===== config.mk =====
export PLATFORM = sky130hd
export DESIGN_NAME = pci_reset_and_subsystem_id_straps
export DESIGN_NICKNAME = d
export VERILOG_FILES = /design/src/hdl/README_unused.sv /design/src/hdl/strap_pkg.sv /design/src/hdl/pci_reset_and_subsystem_id_straps.sv /design/src/hdl/strap_capture.sv
export VERILOG_INCLUDE_DIRS = /design/src /design/src/hdl
export SDC_FILE = /design/constraint.sdc
export NUM_CORES = 1
export LEC_CHECK = 0
export BUFFER_PORTS_ARGS = -buffer_cell sky130_fd_sc_hd__buf_4
export CAP_MARGIN = 20
export CORE_MARGIN = 1
export CORE_UTILIZATION = 40
export CTS_CLUSTER_DIAMETER = 80
export DETAILED_ROUTE_END_ITERATION = 8
export GPL_ROUTABILITY_DRIVEN = 1
export PLACE_DENSITY = 0.68
export SLEW_MARGIN = 10
export SYNTH_ARGS = -nofsm -noshare
export SYNTH_HDL_FRONTEND = slang
export SYNTH_SLANG_ARGS = --single-unit

===== constraint.sdc =====
create_clock -name sys_clk -period 9.7 [get_ports sys_clk]
set_input_delay 1.94 -clock sys_clk [delete_from_list [all_inputs] [get_ports sys_clk]]
set_output_delay 1.94 -clock sys_clk [all_outputs]
set_load 0.02 [all_outputs]

===== src/hdl/strap_defines.svh =====
// constants for the host reset and subsystem id strap logic
`ifndef STRAP_DEFINES_SVH
`define STRAP_DEFINES_SVH

// least host reset low time, in host clock periods
`define RESET_MIN_CLOCKS   3
// internal initialisation pulse after reset release, in clock cycles
`define INIT_CYCLES        4
// width of the reset and init counters
`define RESET_CNT_W        4
// strap lane positions inside the capture word
`define LANE_VENDOR_LO     0
`define LANE_SUBSYS_LO     1
`define LANE_VENDOR_HI     2
`define STRAP_LANES        3
`define STRAP_LANE_W       8
// reset values
`define STRAP_RESET_VALUE  8'h00
`define PIN_RESET_VALUE    8'h00

`endif


===== src/hdl/README_unused.sv =====
// holds no logic
`timescale 1ns/10ps


===== src/hdl/strap_pkg.sv =====
// types shared by the strap logic
package strap_pkg;

  typedef enum logic [2:0] {
    ST_IN_RESET = 3'b001,
    ST_INIT     = 3'b010,
    ST_RUN      = 3'b100
  } reset_state_type;

endpackage


===== src/hdl/pci_reset_and_subsystem_id_straps.sv =====
// host reset handling, open-drain interrupt request and subsystem id strap capture
// Operation
// while host reset is low every output pin enable is off.
// reset low-to-high release starts a full internal initialisation.
// host keeps reset low at least three clocks before release.
// interrupt pulls its open-drain line low, never drives it high.
// vendor id low byte comes from the luminance/red video lines.
// subsystem id low byte comes from the chrominance/green video lines.
// vendor id high byte comes from the auxiliary data bus lines.
// straps sampled while pins float in reset, held until next reset.
`timescale 1ns/10ps
`include "strap_defines.svh"

module pci_reset_and_subsystem_id_straps
  import strap_pkg::*;
#(
  parameter int MISC_W      = 16,
  parameter int INIT_CYCLES = `INIT_CYCLES
) (
  input  wire logic              sys_clk,
  input  wire logic              sys_rst,
  input  wire logic              host_bus_reset_in_n,
  input  wire logic [7:0]        luma_red_lines_i,
  output logic      [7:0]        luma_red_lines_o,
  output logic                   luma_red_lines_oe,
  input  wire logic [7:0]        chroma_green_lines_i,
  output logic      [7:0]        chroma_green_lines_o,
  output logic                   chroma_green_lines_oe,
  input  wire logic [7:0]        aux_bus_data_lines_i,
  output logic      [7:0]        aux_bus_data_lines_o,
  output logic                   aux_bus_data_lines_oe,
  output logic      [MISC_W-1:0] misc_out_pins,
  output logic                   misc_out_pins_oe,
  output logic                   intr_req_a_n_o,
  output logic                   intr_req_a_n_oe,
  input  wire logic [7:0]        luma_out_data,
  input  wire logic              luma_out_en,
  input  wire logic [7:0]        chroma_out_data,
  input  wire logic              chroma_out_en,
  input  wire logic [7:0]        aux_out_data,
  input  wire logic              aux_out_en,
  input  wire logic [MISC_W-1:0] misc_out_data,
  input  wire logic              misc_out_en,
  input  wire logic              irq_request,
  output logic      [7:0]        luma_rx,
  output logic      [7:0]        chroma_rx,
  output logic      [7:0]        aux_rx,
  output logic                   core_reset,
  output logic                   straps_valid,
  output logic      [15:0]       subsys_vendor_id,
  output logic      [7:0]        subsys_id_low,
  output logic                   reset_too_short
);

  localparam int                      CNT_W   = `RESET_CNT_W;
  localparam logic [`RESET_CNT_W-1:0] CNT_MAX = {`RESET_CNT_W{1'b1}};
  localparam logic [`RESET_CNT_W-1:0] MIN_LOW = `RESET_CNT_W'(`RESET_MIN_CLOCKS);
  localparam logic [`RESET_CNT_W-1:0] INIT_LAST = `RESET_CNT_W'(INIT_CYCLES - 1);
  localparam int                      LANE_W  = `STRAP_LANE_W;
  localparam int                      LANES   = `STRAP_LANES;

  typedef struct packed {
    reset_state_type   state;
    logic [CNT_W-1:0]  low_cnt;
    logic [CNT_W-1:0]  init_cnt;
    logic              short_flag;
    logic              valid;
    logic [7:0]        luma_o;
    logic [7:0]        chroma_o;
    logic [7:0]        aux_o;
    logic [MISC_W-1:0] misc_o;
    logic [7:0]        luma_rx;
    logic [7:0]        chroma_rx;
    logic [7:0]        aux_rx;
  } ctl_state_type;

  ctl_state_type            ctl_q;
  ctl_state_type            ctl_d;
  logic                     running;
  logic                     strap_sample;
  logic [LANES*LANE_W-1:0]  strap_pins;
  logic [LANES*LANE_W-1:0]  strap_bytes;

  generate
    if (MISC_W < 1) begin : g_bad_misc
      $error("pci_reset_and_subsystem_id_straps: MISC_W must be at least 1");
    end
    if (INIT_CYCLES < 1 || INIT_CYCLES > (1 << `RESET_CNT_W)) begin : g_bad_init
      $error("pci_reset_and_subsystem_id_straps: INIT_CYCLES out of range");
    end
  endgenerate

  ////////////////////////////////////////////////////////////////////////////
  // strap capture

  // sample only while reset holds the pins floating, so board pulls set the level
  assign strap_sample = (ctl_q.state == ST_IN_RESET) && !host_bus_reset_in_n;

  always_comb begin
    strap_pins = '0;
    strap_pins[`LANE_VENDOR_LO*LANE_W +: LANE_W] = luma_red_lines_i;
    strap_pins[`LANE_SUBSYS_LO*LANE_W +: LANE_W] = chroma_green_lines_i;
    strap_pins[`LANE_VENDOR_HI*LANE_W +: LANE_W] = aux_bus_data_lines_i;
  end

  strap_capture #(
    .LANES (LANES),
    .WIDTH (LANE_W)
  ) u_strap_capture (
    .sys_clk  (sys_clk),
    .sys_rst  (sys_rst),
    .sample   (strap_sample),
    .lanes_in (strap_pins),
    .lanes_q  (strap_bytes)
  );

  ////////////////////////////////////////////////////////////////////////////
  // reset sequencing

  always_comb begin
    ctl_d = ctl_q;
    case (ctl_q.state)
      ST_IN_RESET: begin
        if (!host_bus_reset_in_n) begin
          if (ctl_q.low_cnt != CNT_MAX) begin
            ctl_d.low_cnt = ctl_q.low_cnt + 1'b1;
          end
        end else begin
          // release edge: start initialising, straps now frozen
          ctl_d.state      = ST_INIT;
          ctl_d.init_cnt   = '0;
          ctl_d.valid      = 1'b1;
          // a too-short pulse is still honoured, but reported
          ctl_d.short_flag = (ctl_q.low_cnt < MIN_LOW);
        end
      end
      ST_INIT: begin
        if (ctl_q.init_cnt == INIT_LAST) begin
          ctl_d.state = ST_RUN;
        end else begin
          ctl_d.init_cnt = ctl_q.init_cnt + 1'b1;
        end
      end
      ST_RUN: begin
        ctl_d.state = ST_RUN;
      end
      default: begin
        ctl_d.state = ST_IN_RESET;
      end
    endcase

    // a new reset pulse overrides the sequencer state, counters and flags, from ST_INIT or ST_RUN
    if (!host_bus_reset_in_n && ctl_q.state != ST_IN_RESET) begin
      ctl_d.state      = ST_IN_RESET;
      ctl_d.low_cnt    = `RESET_CNT_W'(1);
      ctl_d.init_cnt   = '0;
      ctl_d.valid      = 1'b0;
      ctl_d.short_flag = 1'b0;
    end

    // pin data registers; cleared outside ST_RUN so nothing stale drives out
    if (ctl_q.state == ST_RUN) begin
      ctl_d.luma_o    = luma_out_data;
      ctl_d.chroma_o  = chroma_out_data;
      ctl_d.aux_o     = aux_out_data;
      ctl_d.misc_o    = misc_out_data;
      ctl_d.luma_rx   = luma_red_lines_i;
      ctl_d.chroma_rx = chroma_green_lines_i;
      ctl_d.aux_rx    = aux_bus_data_lines_i;
    end else begin
      ctl_d.luma_o    = `PIN_RESET_VALUE;
      ctl_d.chroma_o  = `PIN_RESET_VALUE;
      ctl_d.aux_o     = `PIN_RESET_VALUE;
      ctl_d.misc_o    = '0;
      ctl_d.luma_rx   = `PIN_RESET_VALUE;
      ctl_d.chroma_rx = `PIN_RESET_VALUE;
      ctl_d.aux_rx    = `PIN_RESET_VALUE;
    end
  end

  always_ff @(posedge sys_clk or posedge sys_rst) begin
    if (sys_rst) begin
      ctl_q.state      <= ST_IN_RESET;
      ctl_q.low_cnt    <= '0;
      ctl_q.init_cnt   <= '0;
      ctl_q.short_flag <= 1'b0;
      ctl_q.valid      <= 1'b0;
      ctl_q.luma_o     <= `PIN_RESET_VALUE;
      ctl_q.chroma_o   <= `PIN_RESET_VALUE;
      ctl_q.aux_o      <= `PIN_RESET_VALUE;
      ctl_q.misc_o     <= '0;
      ctl_q.luma_rx    <= `PIN_RESET_VALUE;
      ctl_q.chroma_rx  <= `PIN_RESET_VALUE;
      ctl_q.aux_rx     <= `PIN_RESET_VALUE;
    end else begin
      ctl_q <= ctl_d;
    end
  end

  ////////////////////////////////////////////////////////////////////////////
  // pin drivers

  // gated by the reset pin itself so the pins float in the very cycle it drops
  assign running = (ctl_q.state == ST_RUN) && host_bus_reset_in_n;

  assign luma_red_lines_o      = ctl_q.luma_o;
  assign luma_red_lines_oe     = running && luma_out_en;
  assign chroma_green_lines_o  = ctl_q.chroma_o;
  assign chroma_green_lines_oe = running && chroma_out_en;
  assign aux_bus_data_lines_o  = ctl_q.aux_o;
  assign aux_bus_data_lines_oe = running && aux_out_en;
  assign misc_out_pins         = ctl_q.misc_o;
  assign misc_out_pins_oe      = running && misc_out_en;

  // open drain: only ever pulls low, released when nothing is pending
  assign intr_req_a_n_o  = 1'b0;
  assign intr_req_a_n_oe = running && irq_request;

  ////////////////////////////////////////////////////////////////////////////
  // core side

  assign core_reset       = (ctl_q.state != ST_RUN);
  assign straps_valid     = ctl_q.valid;
  assign subsys_vendor_id = {strap_bytes[`LANE_VENDOR_HI*LANE_W +: LANE_W],
                             strap_bytes[`LANE_VENDOR_LO*LANE_W +: LANE_W]};
  assign subsys_id_low    = strap_bytes[`LANE_SUBSYS_LO*LANE_W +: LANE_W];
  assign reset_too_short  = ctl_q.short_flag;
  assign luma_rx          = ctl_q.luma_rx;
  assign chroma_rx        = ctl_q.chroma_rx;
  assign aux_rx           = ctl_q.aux_rx;

endmodule


===== src/hdl/strap_capture.sv =====
// per-lane strap sampling registers, held once sampling stops
`timescale 1ns/10ps
`include "strap_defines.svh"

module strap_capture
  import strap_pkg::*;
#(
  parameter int LANES = `STRAP_LANES,
  parameter int WIDTH = `STRAP_LANE_W
) (
  input  wire logic                   sys_clk,
  input  wire logic                   sys_rst,
  input  wire logic                   sample,
  input  wire logic [LANES*WIDTH-1:0] lanes_in,
  output logic      [LANES*WIDTH-1:0] lanes_q
);

  typedef struct packed {
    logic [LANES*WIDTH-1:0] bytes;
  } cap_state_type;

  cap_state_type                  cap_q;
  cap_state_type                  cap_d;
  logic          [LANES*WIDTH-1:0] lanes_next;

  generate
    if (LANES < 1 || WIDTH < 1) begin : g_bad_size
      $error("strap_capture: LANES and WIDTH must be at least 1");
    end
  endgenerate

  ////////////////////////////////////////////////////////////////////////////
  // one sampler per lane
  genvar lane;
  generate
    for (lane = 0; lane < LANES; lane++) begin : g_lane
      assign lanes_next[lane*WIDTH +: WIDTH] = sample ?
        lanes_in[lane*WIDTH +: WIDTH] : cap_q.bytes[lane*WIDTH +: WIDTH];
    end
  endgenerate

  always_comb begin
    cap_d       = cap_q;
    cap_d.bytes = lanes_next;
  end

  always_ff @(posedge sys_clk or posedge sys_rst) begin
    if (sys_rst) begin
      cap_q.bytes <= {LANES{WIDTH'(`STRAP_RESET_VALUE)}};
    end else begin
      cap_q <= cap_d;
    end
  end

  assign lanes_q = cap_q.bytes;

endmodule


==> run_results.csv <==
group,metric,value,unit
clock_network,post_cts_resized,0,
synthesis,synth_warnings,0,
setup_path,arrival,2.39,ns
synthesis,netlist_instances,350,
route,drt_first_pass_iters,4,
synthesis,synthArstFlopShare,100,%
global_route,grt_pass1_wl,13200,um
synthesis,ys_seq_elements,101,
place,pre_cts_slack,5.37,ns
route,vias_per_cell,4.70,
setup_path,critical_path.top_delay_family,"buffers and inverters",
global_route,grt_overflow,0,
finish,synthToLayoutAreaGrowth,26.6,%
synthesis,syn_area,4280,sq um
floorplanning,core,10300,sq um
finish,final_area,5410,sq um
run,cap_viol_max_count,0,
synthesis,synth-seq-area-share,59.1,%
timing,tns,0,ns
setup_path,cp-startpoint,"host_bus_reset_in_n",
global_route,antenna_found_initial,0,
timing,worst_slack,5.37,ns
setup_path,r2r-start,"ctl_q[74]",
setup_path,cp_cell_sequence,"buf_4 > and3_1 > buf_4",
finish,stdcell_count,587,
timing,rsz0062_at_grt,"no",
synthesis,synthTopCellsByArea,"dfrtp_1, buf_4, and3_1, mux2_2, ha_1",
pwr,p_sw,410,uW
synthesis,ys_types,37,
place,port_buffers,167,
global_route,grt_usage,15.2,%
setup_path,r2r_end,"u_strap_capture.lanes_q[12]",
finish,n_fill_cell,896,
place,dp.cells,571,
floorplanning,fp.dieH,105,um
setup_path,crit_top_cell,"buf_4",
clock_network,cts_buffers,9,
timing,hold_viol,0,
synthesis,synth.largest_area_cell,"dfrtp_1",
clock_network,h-tree-depth,3,
setup_path,slowest_delay,0.16,ns
route,drtIter0Drc,114,
synthesis,synth_edf_count,0,
setup_path,setup.worst_path.end,"aux_bus_data_lines_oe",
global_route,use_met3,4.02,%
floorplanning,num_rows,37,
route,drc,0,
pwr,p_clk_share,23.6,%
outcome,status,"complete, no violations",
timing,setup-violations-final,0,
route,antenna_left,0,
clock_network,insertion_delay,0.36,ns
finish,num-nets-final,526,
clock_network,cts_buffer_depth,2,
setup_path,cp-end-kind,"output pin",
timing,finalCritPeriodShare,44.6,%
synthesis,synth_ff_type,"dfrtp_1",
timing,clock-skew-final,0.00981,ns
floorplanning,start_util,41.4,%
clock_network,clkTransAtPathRegs,0.10,ns
timing,slew_headroom,54.3,%
clock_network,cts_sinks,101,
finish,mostFrequentLayoutCells,"buf_4, dfrtp_1, and3_1",
pwr,p_leak,3.04,nW
place,dp_hpwl,5970,um
finish,final_common_cell,"buf_4",
floorplanning,die_w,105,um
timing,drv_slew,0,
global_route,grt_pass1_vias,2649,
route,wire_per_inst,14.6,um
global_route,grt.met1_usage,19.0,%
route,vias,2758,
pwr,irDropWorstVdd,151,uV
setup_path,rr_worst_depth,5,
clock_network,cts_tree,"done",
floorplanning,ios,169,
setup_path,crit_buf_inv,2,
synthesis,synth_top_area_share,58.5,%
finish,drive_above_1_share,48.6,%
pwr,power.share.switching,33.2,%
global_route,grt_max_degree,68,
clock_network,cts-root-buf,"clkbuf_8",
route,wl,8590,um
timing,worstMarginPinSlew,0.685,ns
pwr,power.share.combinational,32.9,%
clock_network,post_cts_buffers,0,
clock_network,hold_buffers,0,
setup_path,ff2ff_setup_slack,7.33,ns
place,placed_cell_area,5170,sq um
place,gp_congestion,0.720,
setup_path,cp.required,7.76,ns
floorplanning,die_area,11100,sq um
finish,num_antenna_cells,0,
setup_path,crit_slowest_cell,"and3_1",
setup_path,crit_path_max_fanout,7,
setup_path,path_class,"input port to output pin",
timing,max_freq,0.231,GHz
synthesis,avgSynthCellArea,12.2,sq um
global_route,met2_usage,25.3,%
finish,fin_util,52.4,%
setup_path,worstSetupPathDepth,3,
global_route,top_usage_layer,"met2",
pwr,internal-power,825,uW
timing,fin_crit,4.33,ns
synthesis,synth_fp_nets,429,
pwr,power_density,228,nW/um^2
setup_path,cp-start-kind,"input port",
min_path,hold_class,"flip-flop to flip-flop",
pwr,power_frac_seq,43.5,%
## cells by family (layout without fill, tap and decap cells)
logic type,after synthesis,count (layout),share of synthesized area (%)
XOR/XNOR,1,1,0.205
multiplexers,25,25,6.58
flip-flops,101,101,59.1
other,1,1,0.0877
adder cells (fa/ha/maj),7,7,2.05
buffers and inverters,91,192,13.9
AND/OR/NAND/NOR,100,100,14.2
AO/OA/AOI/OAI,24,24,3.83
## cell type report
| cell class | count | area, sq um | area share (%) |
|---|---|---|---|
| clock buffers | 9 | 124 | 2.29 |
| well taps | 136 | 170 | 3.14 |
| repair buffers | 171 | 1300 | 24.1 |
| clock inverters | 6 | 100 | 1.85 |
| multi-input cells | 158 | 1160 | 21.4 |
| inverters | 6 | 26.3 | 0.486 |
| flip-flops and latches | 101 | 2530 | 46.7 |
## stage by stage
step	total power, mW	hold slack, ns
after detailed placement	0.957	0.487
after global routing	1.30	0.534
after CTS	1.25	0.516
after floorplan	0.791	0.474
after global placement	0.939	0.475
final	1.23	0.510
## worst min-delay path by stage
stage	startpoint	slack (ns)	depth (start not counted)	to
after CTS	reset_too_short	0.52	2	reset_too_short
final	reset_too_short	0.51	2	reset_too_short
after global routing	u_strap_capture.lanes_q[14]	0.53	1	u_strap_capture.lanes_q[14]
after global placement	straps_valid	0.47	2	straps_valid
after floorplan	ctl_q[70]	0.47	1	ctl_q[70]
after detailed placement	reset_too_short	0.49	2	reset_too_short
## layer usage
| metal | vias to the layer above | wire, um |
|---|---|---|
| li1 | 1312 | - |
| met2 | 107 | 4220 |
| met5 | - | 0 |
| met3 | 11 | 598 |
| met1 | 1328 | 3630 |
| met4 | 0 | 143 |
## tightest hold or removal path, stage by stage, from the launching register on
cell	delay, ns
dfrtp_1	0.36
nand2_1	0.05
o21ai_0	0.06
## registers in the layout, indices dropped and copies added (netlist names)
register,count
reset_too_short,1
misc_out_pins,16
aux_bus_data_lines_o,8
straps_valid,1
luma_red_lines_o,8
aux_rx,8
chroma_green_lines_o,8
chroma_rx,8
luma_rx,8
u_strap_capture.lanes_q,24
ctl_q,11
## power by group through the flow
stage / sequential, mW / clock (mW) / combinational, mW
2_1_floorplan: 0.604 / 0 / 0.186
3_3_place_gp: 0.541 / 0 / 0.398
3_5_place_dp: 0.546 / 0 / 0.412
4_1_cts: 0.537 / 0.303 / 0.411
5_1_grt: 0.547 / 0.317 / 0.436
6_report: 0.537 / 0.291 / 0.406
## synth_stat cells, drive strengths merged, types with 2 or more instances
master	instances
and3	70
nor3	2
nor2	7
nand2	7
ha	7
or3b	2
a31oi	2
nor3b	2
nor2b	3
clkbuf	18
mux2	25
nand3	3
inv	5
dfrtp	100
a22o	3
a21oi	4
buf	67
o21ai	10
Note: power is estimated with default switching activity, not from simulation.
